==> src/bpa_regs.vh <==
`ifndef BPA_REGS_VH
`define BPA_REGS_VH
// ----------------------------------------
// Register map
// ----------------------------------------
`define BPA_ADDR_W 12
`define BPA_WIDTH 8
`define BPA_OFS_DATA 12'h007
`define BPA_OFS_DIR 12'hf9d
`define BPA_OFS_INSEL 12'hf9e
// ----------------------------------------
// Reset values
// ----------------------------------------
`define BPA_RST_DATA 8'h00
`define BPA_RST_DIR 8'h00
`define BPA_RST_INSEL 8'hff
`define BPA_RD_NONE 8'h00
`define BPA_PIN_LO 1'b0
`endif

==> src/bpa_port.v <==
// Summary of operation
// Eight pins, each configured independently
// Reset: inputs, select ones, latch zero
// Output pins driven from latch
// Digital input reads live pin level
// Analog pin disables input, reads zero
// Output pins read back latch content
// Digital inputs feed interrupt and wakeup
// Read-modify-write captures input pin levels
// Software: analog pins never set output
// Software: avoid output activity during conversion
// Data writes update every latch in any pin mode; a write while clk_en is low is dropped
`timescale 1ns/100ps
`default_nettype none
`include "bpa_regs.vh"
module bpa_port (
	// Clock and reset
	input wire core_clk,
	input wire rst_n,
	input wire clk_en,
	// Register port
	input wire [11:0] reg_addr,
	input wire [7:0] reg_wdata,
	input wire reg_wr,
	input wire reg_rd,
	output reg [7:0] reg_rdata_ff,
	// Pins
	input wire [7:0] pin_in,
	output wire [7:0] pin_out,
	output wire [7:0] pin_oe,
	// Analog converter side
	output wire [7:0] analog_enable,
	// Interrupt and key-on wakeup side
	output wire [7:0] wake_level,
	output wire [7:0] wake_valid
);
	// ----------------------------------------
	// Select codes
	// ----------------------------------------
	// One-hot register select; all zero means the address is not mapped.
	// Unmapped writes are dropped and unmapped reads return zero.
	localparam [2:0] SEL_NONE = 3'h0;
	localparam [2:0] SEL_DATA = 3'h1;
	localparam [2:0] SEL_DIR = 3'h2;
	localparam [2:0] SEL_INSEL = 3'h4;

	// ----------------------------------------
	// Register state and next values
	// ----------------------------------------
	reg [7:0] port_data_latch_ff;
	reg [7:0] port_direction_ff;
	reg [7:0] port_input_select_ff;
	reg [7:0] nxt_data_latch;
	reg [7:0] nxt_direction;
	reg [7:0] nxt_input_select;
	reg [7:0] nxt_rdata;
	wire [7:0] pin_sync;
	wire [7:0] data_view;
	wire [2:0] addr_sel;

	// ----------------------------------------
	// Decode functions
	// ----------------------------------------
	// Address decode, shared by the write and the read path
	function [2:0] reg_select;
		input [`BPA_ADDR_W-1:0] addr;
		begin
			if (addr == `BPA_OFS_DATA) begin
				reg_select = SEL_DATA;
			end else if (addr == `BPA_OFS_DIR) begin
				reg_select = SEL_DIR;
			end else if (addr == `BPA_OFS_INSEL) begin
				reg_select = SEL_INSEL;
			end else begin
				reg_select = SEL_NONE;
			end
		end
	endfunction

	// Pin is an analog input: not driven and digital input path off
	function is_analog;
		input dir;
		input sel;
		begin
			is_analog = ~dir & ~sel;
		end
	endfunction

	// Pin is a digital input: also the source for interrupt and wakeup
	function is_digital_in;
		input dir;
		input sel;
		begin
			is_digital_in = ~dir & sel;
		end
	endfunction

	// Read-back value of one data bit in its current mode
	function bit_view;
		input dir;
		input sel;
		input latch;
		input pin;
		begin
			if (dir) begin
				bit_view = latch;
			end else if (is_digital_in(dir, sel)) begin
				bit_view = pin;
			end else begin
				bit_view = `BPA_PIN_LO;
			end
		end
	endfunction

	// ----------------------------------------
	// Per-pin logic
	// ----------------------------------------
	genvar g;
	generate
		for (g = 0; g < `BPA_WIDTH; g = g + 1) begin : g_pin
			// Pins change with no regard to core_clk, so each one is filtered
			bpa_sync3 u_sync (
				.core_clk(core_clk),
				.rst_n(rst_n),
				.clk_en(clk_en),
				.pin_in(pin_in[g]),
				.pin_clean_ff(pin_sync[g])
			);
			// Each pin follows only its own control bits
			assign pin_out[g] = port_data_latch_ff[g];
			assign pin_oe[g] = port_direction_ff[g];
			assign analog_enable[g] = is_analog(port_direction_ff[g],
				port_input_select_ff[g]);
			assign wake_valid[g] = is_digital_in(port_direction_ff[g],
				port_input_select_ff[g]);
			// Gated so that driven and analog pins never disturb the wakeup logic
			assign wake_level[g] = pin_sync[g] & wake_valid[g];
			// The same view serves plain reads and read-modify-write, so digital input
			// bits hand their pin level back to the latch when software rewrites it
			assign data_view[g] = bit_view(port_direction_ff[g], port_input_select_ff[g],
				port_data_latch_ff[g], pin_sync[g]);
		end
	endgenerate

	// ----------------------------------------
	// Register writes
	// ----------------------------------------
	assign addr_sel = reg_select(reg_addr);

	always @* begin
		nxt_data_latch = port_data_latch_ff;
		nxt_direction = port_direction_ff;
		nxt_input_select = port_input_select_ff;
		if (reg_wr) begin
			if (addr_sel == SEL_DATA) begin
				// Stored whatever the mode, ready for when the pin turns output
				nxt_data_latch = reg_wdata;
			end else if (addr_sel == SEL_DIR) begin
				nxt_direction = reg_wdata;
			end else if (addr_sel == SEL_INSEL) begin
				nxt_input_select = reg_wdata;
			end
		end
	end

	// ----------------------------------------
	// Register reads
	// ----------------------------------------
	// Reads have no side effects; idle enabled cycles and unmapped addresses give zero
	always @* begin
		nxt_rdata = `BPA_RD_NONE;
		if (reg_rd) begin
			if (addr_sel == SEL_DATA) begin
				nxt_rdata = data_view;
			end else if (addr_sel == SEL_DIR) begin
				nxt_rdata = port_direction_ff;
			end else if (addr_sel == SEL_INSEL) begin
				nxt_rdata = port_input_select_ff;
			end
		end
	end

	// ----------------------------------------
	// Storage
	// ----------------------------------------
	// clk_en low freezes every register, read data included
	always @(posedge core_clk or negedge rst_n) begin
		if (!rst_n) begin
			port_data_latch_ff <= `BPA_RST_DATA;
		end else if (clk_en) begin
			port_data_latch_ff <= nxt_data_latch;
		end
	end

	// Direction resets to input so that no pin is driven before software asks
	always @(posedge core_clk or negedge rst_n) begin
		if (!rst_n) begin
			port_direction_ff <= `BPA_RST_DIR;
		end else if (clk_en) begin
			port_direction_ff <= nxt_direction;
		end
	end

	// Select resets to digital input, the safe state for an undriven pin
	always @(posedge core_clk or negedge rst_n) begin
		if (!rst_n) begin
			port_input_select_ff <= `BPA_RST_INSEL;
		end else if (clk_en) begin
			port_input_select_ff <= nxt_input_select;
		end
	end

	// Read data stand for one enabled cycle only and then fall back to zero,
	// so a stale value can never be mistaken for a fresh read
	always @(posedge core_clk or negedge rst_n) begin
		if (!rst_n) begin
			reg_rdata_ff <= `BPA_RD_NONE;
		end else if (clk_en) begin
			reg_rdata_ff <= nxt_rdata;
		end
	end
endmodule
`default_nettype wire

==> src/bpa_sync3.v <==
`timescale 1ns/100ps
`default_nettype none
`include "bpa_regs.vh"
module bpa_sync3 (
	// Clock and reset
	input wire core_clk,
	input wire rst_n,
	input wire clk_en,
	// Pin level
	input wire pin_in,
	output reg pin_clean_ff
);
	reg meta_ff;
	reg s2_ff;
	reg s3_ff;
	// Change accepted only once the second and third stages agree
	always @(posedge core_clk or negedge rst_n) begin
		if (!rst_n) begin
			meta_ff <= `BPA_PIN_LO;
			s2_ff <= `BPA_PIN_LO;
			s3_ff <= `BPA_PIN_LO;
			pin_clean_ff <= `BPA_PIN_LO;
		end else if (clk_en) begin
			meta_ff <= pin_in;
			s2_ff <= meta_ff;
			s3_ff <= s2_ff;
			if (s2_ff == s3_ff) begin
				pin_clean_ff <= s3_ff;
			end
		end
	end
endmodule
`default_nettype wire

==> config.mk <==
export PLATFORM = sky130hd
export DESIGN_NAME = bpa_port
export DESIGN_NICKNAME = d
export VERILOG_FILES = /design/src/bpa_port.v /design/src/bpa_sync3.v
export VERILOG_INCLUDE_DIRS = /design/src
export SDC_FILE = /design/constraint.sdc
export NUM_CORES = 1
export LEC_CHECK = 0
export BUFFER_PORTS_ARGS = -buffer_cell sky130_fd_sc_hd__buf_2
export CAP_MARGIN = 20
export CELL_PAD_IN_SITES_DETAIL_PLACEMENT = 1
export CELL_PAD_IN_SITES_GLOBAL_PLACEMENT = 1
export CORE_AREA = 8 8 95 97
export DETAILED_ROUTE_END_ITERATION = 10
export DIE_AREA = 0 0 103 105
export GPL_TIMING_DRIVEN = 0
export HOLD_SLACK_MARGIN = 0.12
export PLACE_DENSITY = 0.82
export SKIP_CTS_REPAIR_TIMING = 1
export SLEW_MARGIN = 5
export SYNTH_ARGS = -nofsm -noshare
export SYNTH_HDL_FRONTEND = slang
export SYNTH_SLANG_ARGS = --single-unit
==> constraint.sdc <==
create_clock -name core_clk -period 2.09 [get_ports core_clk]
set_clock_uncertainty 0.15 [all_clocks]
set_input_delay 0.209 -clock core_clk [delete_from_list [all_inputs] [get_ports core_clk]]
set_output_delay 0.209 -clock core_clk [all_outputs]
set_load 0.1 [all_outputs]
After elaboration in Yosys (flattened, before gate mapping)
Index checks and enable logic that the tools add are counted.
{"block": "word_totals", "reg_bits": 64, "ram_bits": 0, "latch_bits": 0, "mem_count": 0, "rom_bits": 0, "output_inout_bits": 48}
{"block": "classes", "multipliers": 0, "shifts": 0, "n_bitwise": 42, "n_reduce_logical": 11, "eq_ne": 14, "n_addsub": 0, "n_lt_le_gt_ge": 0, "n_div": 0, "n_mux": 23}
{"operator": "8-bit 2-to-1 mux", "n": 4}
{"operator": "1-bit bitwise AND", "n": 24}
{"operator": "12-bit == test, second input constant", "n": 2}
{"operator": "1-bit inverter", "n": 18}
{"operator": "1-bit 2-to-1 mux", "n": 16}
{"operator": "2-bit AND reduction", "n": 8}
{"operator": "12-bit by 3-bit == test with 1-bit output, second input constant", "n": 1}
{"operator": "3-bit 2-to-1 mux", "n": 3}
{"operator": "1-bit == test", "n": 8}
{"operator": "5-bit AND reduction", "n": 1}
{"operator": "4-bit AND reduction", "n": 1}
{"operator": "3-bit by 1-bit == test with 1-bit output, second input constant", "n": 1}
{"operator": "3-bit by 2-bit == test with 1-bit output, second input constant", "n": 1}
{"operator": "3-bit == test, second input constant", "n": 1}
{"operator": "3-bit AND reduction", "n": 1}

Depth between registers and ports, before layout
{"block": "depth", "depth_word": 9, "depth_mapped": 5}

Cells and area by module
A second synthesis with hierarchy kept.
{"block": "unflattened", "hier_cells": 221, "area_unflattened_um2": 2944.1}
{"module": "bpa_port", "instances": 1, "cells_each": 141, "area_each_um2": 1692.9}
{"module": "bpa_sync3", "instances": 8, "cells_each": 10, "area_each_um2": 156.4}

Least setup slack after synthesis
OpenSTA, ideal clock, no wires.
{"block": "synth_timing", "path_kind": "flip-flop to output port", "startpoint": "reg port_direction_ff[0] (netlist: pin_oe[0])", "endpoint": "out wake_level[0]", "n_path_buf": 0, "path_slack_ns": -1.495, "arrival_ns": 3.226, "path_stages_with_launch": 3, "cell_sequence": "dfrtp_1 -> nor2b_1 -> and2_1"}
{"block": "synth_via", "elab_chain_len": 3}
{"item": "from (decl)", "line_no": "bpa_port.v:51", "source": "reg [7:0] port_direction_ff;"}
{"item": "from (signal assigned)", "line_no": "bpa_port.v:198", "source": "port_direction_ff <= `BPA_RST_DIR;"}
{"item": "from (signal assigned)", "line_no": "bpa_port.v:200", "source": "port_direction_ff <= nxt_direction;"}
{"item": "1-bit inverter", "line_no": "bpa_port.v:94", "source": "is_digital_in = ~dir & sel;"}
{"item": "1-bit bitwise AND", "line_no": "bpa_port.v:94"}
{"item": "named net wake_valid[0]", "line_no": "bpa_port.v:35", "source": "output wire [7:0] wake_valid"}
{"item": "1-bit bitwise AND", "line_no": "bpa_port.v:137", "source": "assign wake_level[g] = pin_sync[g] & wake_valid[g];"}
{"item": "to (decl)", "line_no": "bpa_port.v:34", "source": "output wire [7:0] wake_level,"}
The timed path passes the listed nets, and every way through them passes these cells.

Worst setup path after layout
{"block": "layout_timing", "startpoint": "reg port_input_select_ff[3]", "endpoint": "out wake_level[3]"}
{"block": "layout_via", "elab_chain_len": 2}
{"item": "from (decl)", "line_no": "bpa_port.v:52", "source": "reg [7:0] port_input_select_ff;"}
{"item": "from (signal assigned)", "line_no": "bpa_port.v:207", "source": "port_input_select_ff <= `BPA_RST_INSEL;"}
{"item": "from (signal assigned)", "line_no": "bpa_port.v:209", "source": "port_input_select_ff <= nxt_input_select;"}
{"item": "1-bit bitwise AND", "line_no": "bpa_port.v:94"}
{"item": "1-bit bitwise AND", "line_no": "bpa_port.v:137"}
Every way passes these cells.

==> run_results.csv <==
group,metric,value,unit
place,gp_congestion,0.747,
yosys,synth_xor_xnor_area_share,0,%
yosys,ys_ff_latch,64,
worst_setup_path,timing.critical_path.slowest_stage_cell,"sky130_fd_sc_hd__dfstp_2",
grt,grt_start_max_net_pins,65,
yosys,synth_simple_gate_area_share,13.3,%
yosys,syn-cell-area,2890,um^2
clock_network,clkTransAtPathRegs,0.06,ns
pwr,static-leakage-power,1.83,nW
clock_network,tritoncts,"yes",
grt,busiest_layer,"met2",
hold_path,worst_min_path_class,"input pin to register",
sta,post_route_setup_tns,0,ns
sta,final_max_slew_viol_count,0,
sta,finalCritPeriodShare,95.6,%
floorplan,rows,32,
pwr,powerDensity,768,nW/um^2
yosys,synth.mux.area_fraction,15.6,%
clock_network,cts_htree_levels,3,
grt,use_met2,25.8,%
sta,hold_violations,0,
grt,grt_pass1_wl,12800,um
worst_setup_path,setup.reg_to_reg.worst_slack,0.68,ns
layout,post_layout_nonfiller_instances,466,
outcome,status,"finished clean",
drt,vias_per_cell,5.18,
worst_setup_path,critPathBufInv,1,
drt,detail-route-antenna-nets,0,
floorplan,initial_cell_density_of_the_core,38.4,%
grt,global_route.usage.total,15.2,%
drt,detail_route.wl_per_cell,17.3,um
drt,drt_drc_violations_left,0,
floorplan,boundaryPins,81,
yosys,synthesized_nets,284,
yosys,synth_instances,251,
yosys,synth_enable_flop_cells,0,
worst_setup_path,setup.worst_path.end_class,"output port",
yosys,synth_cell_type_count,25,
worst_setup_path,critPathTopFamily,"flip-flops",
place,placement.cell_area,3510,um^2
hold_path,hold_path.startpoint,"reg_rd",
drt,route.vias.total,2413,
yosys,synth_top_family_by_area,"multiplexers",
sta,worstMarginPinSlew,0.811,ns
worst_setup_path,critPathRequiredTime,1.73,ns
worst_setup_path,critical_path_cell_by_cell,"nor2b_4 > and2_4 > buf_2",
layout,flow.area_growth_from_synthesis,35.2,%
layout,most-common-layout-cells,"sky130_fd_sc_hd__buf_2, sky130_fd_sc_hd__dfrtp_1, sky130_fd_sc_hd__mux2_2",
sta,setup_viol,0,
clock_network,cts_made_buffers,9,
sta,final.min_clock_period,2.00,ns
yosys,synth_compound_area_share,13.2,%
hold_path,min_to,"reg_rdata_ff[3]",
worst_setup_path,worstPathMaxFanout,4,
layout,multiInputGateArea,1290,um^2
sta,slew-limit-headroom,46.0,%
clock_network,root_cell_of_the_clock_tree,"sky130_fd_sc_hd__clkbuf_8",
drt,drt-initial-drc-count,65,
yosys,yosysWarnings,0,
layout,nNetsFinal,392,
drt,drt_wl_total,8060,um
place,post-place-cells,433,
clock_network,max-clock-path-buffers,2,
place,numPortBuffers,80,
drt,drt-pass1-iter-count,4,
worst_setup_path,r2r-end,"reg_rdata_ff[1]",
layout,fill_cells,845,
layout,final_core_utilization,51.9,%
sta,fmax,0.501,GHz
layout,antenna_cells_inserted,0,
place,post-dp-hpwl,5830,um
pwr,ir_worst_vdd,361,uV
yosys,synthAdderAreaFrac,0,%
clock_network,clock_insertion_delay_worst_skew,0.34,ns
place,placement_stage_worst_setup_slack,-0.172,ns
grt,met3_usage_grt,4.64,%
layout,mostFrequentLayoutCell,"sky130_fd_sc_hd__buf_2",
worst_setup_path,cp.arrival,1.64,ns
job,max-cap-violations,0,
pwr,total_power_of_the_final_layout,3.00,mW
worst_setup_path,critPathKind,"register to output port",
floorplan,floorplan.die.width,103,um
sta,post-route-worst-setup-slack,0.0923,ns
layout,post_route_cells_drive_above_1_share,48.6,%
worst_setup_path,worst_path_largest_cell_delay,0.57,ns
worst_setup_path,setup.worst_path.start_class,"register",
floorplan,dieArea,10800,um^2
worst_setup_path,regToRegStartpoint,"port_input_select_ff[1]",
layout,sequential_cell_area,1620,um^2
grt,grt_util_met1,17.3,%
grt,first_global_vias,2570,
sta,worst_hold_slack,0.216,ns
layout,final_area,3910,um^2
yosys,synth-seq-area-share,55.7,%
grt,antenna_found_initial,0,
clock_network,clock_sinks,64,
yosys,asyncSetResetFlopFracSynth,100,%
worst_setup_path,r2r_cells,4,
grt,globalRoute.totalOverflow,0,
floorplan,fp.dieH,105,um
floorplan,floorplan.core_area,7530,um^2
sta,setup_repair_after_global_routing_missed_its_margin,"false",
yosys,mean_post_synth_cell_area,11.5,um^2
yosys,postSynth.topFlopCell,"sky130_fd_sc_hd__dfrtp_1",
hold_path,hold_path_depth,4,
registers in the layout, indices dropped and copies added, names as in the netlist:
register / count
g_pin.u_sync.pin_clean_ff: 8
g_pin.u_sync.meta_ff: 8
reg_rdata_ff: 8
port_input_select_ff: 8
g_pin.u_sync.s2_ff: 8
pin_out: 8
pin_oe: 8
g_pin.u_sync.s3_ff: 8
cells in the mapped netlist, drive strengths merged, types with 3 or more instances:
cell / n / area (um^2)
clkbuf: 7 / 26.3
dfstp: 8 / 210
a21oi: 12 / 60.1
a2bb2oi: 4 / 35.0
mux2: 40 / 450
and2: 5 / 31.3
a32oi: 4 / 35.0
o21ai: 32 / 160
a22oi: 12 / 90.1
nor2b: 12 / 75.1
inv: 9 / 33.8
nor2: 17 / 63.8
nor3: 3 / 25.0
nand2: 18 / 67.6
dfrtp: 56 / 1400
worst min-delay path, stage by stage:
cell and delay, ns:
sky130_fd_sc_hd__buf_2 0.11, sky130_fd_sc_hd__nand2_1 0.14, sky130_fd_sc_hd__a21oi_1 0.06, sky130_fd_sc_hd__a2bb2oi_1 0.13
power breakdown:
part           internal [mW]  leakage (nW)  total (mW)  switching, mW
Clock                  0.771         0.117        1.22          0.446
Combinational          0.138         0.928       0.299          0.162
Sequential              1.37         0.787        1.49          0.118
Total                   2.28          1.83        3.00          0.726
kinds of logic (layout without fill, tap and decap cells):
kind of cell    Yosys count  count (layout)
simple gates             66              66
compound gates           64              64
flops                    64              64
mux                      40              40
buf+inv                  17             130
final cells by class:
| class | instances | area share (%) |
|---|---|---|
| repair buffers | 97 | 14.7 |
| plain buffers | 8 | 0.800 |
| clock inverters | 2 | 1.54 |
| well taps | 102 | 3.26 |
| multi-input cells | 170 | 33.1 |
| clock buffers | 14 | 4.42 |
| inverters | 9 | 0.864 |
| flip-flops and latches | 64 | 41.3 |
worst max path at each step:
stage,endpoint,slack (ns),start,depth (start not counted)
finish,wake_level[3],0.09,port_input_select_ff[3],3
CTS,wake_level[3],0.07,port_input_select_ff[3],3
detailed placement,pin_oe[0],-0.17,reg_addr[1],4
global placement,pin_oe[0],-0.16,reg_addr[1],4
global route,wake_level[3],0.03,port_input_select_ff[3],3
floorplan,analog_enable[6],-0.04,pin_oe[6],1
metal layers:
layer | part of all wire [%] | wire [um]
met3 | 7.1 | 575
met1 | 43 | 3440
met5 | 0 | 0
met4 | 1.3 | 103
met2 | 49 | 3940
Power figures use the tool's default switching activity.
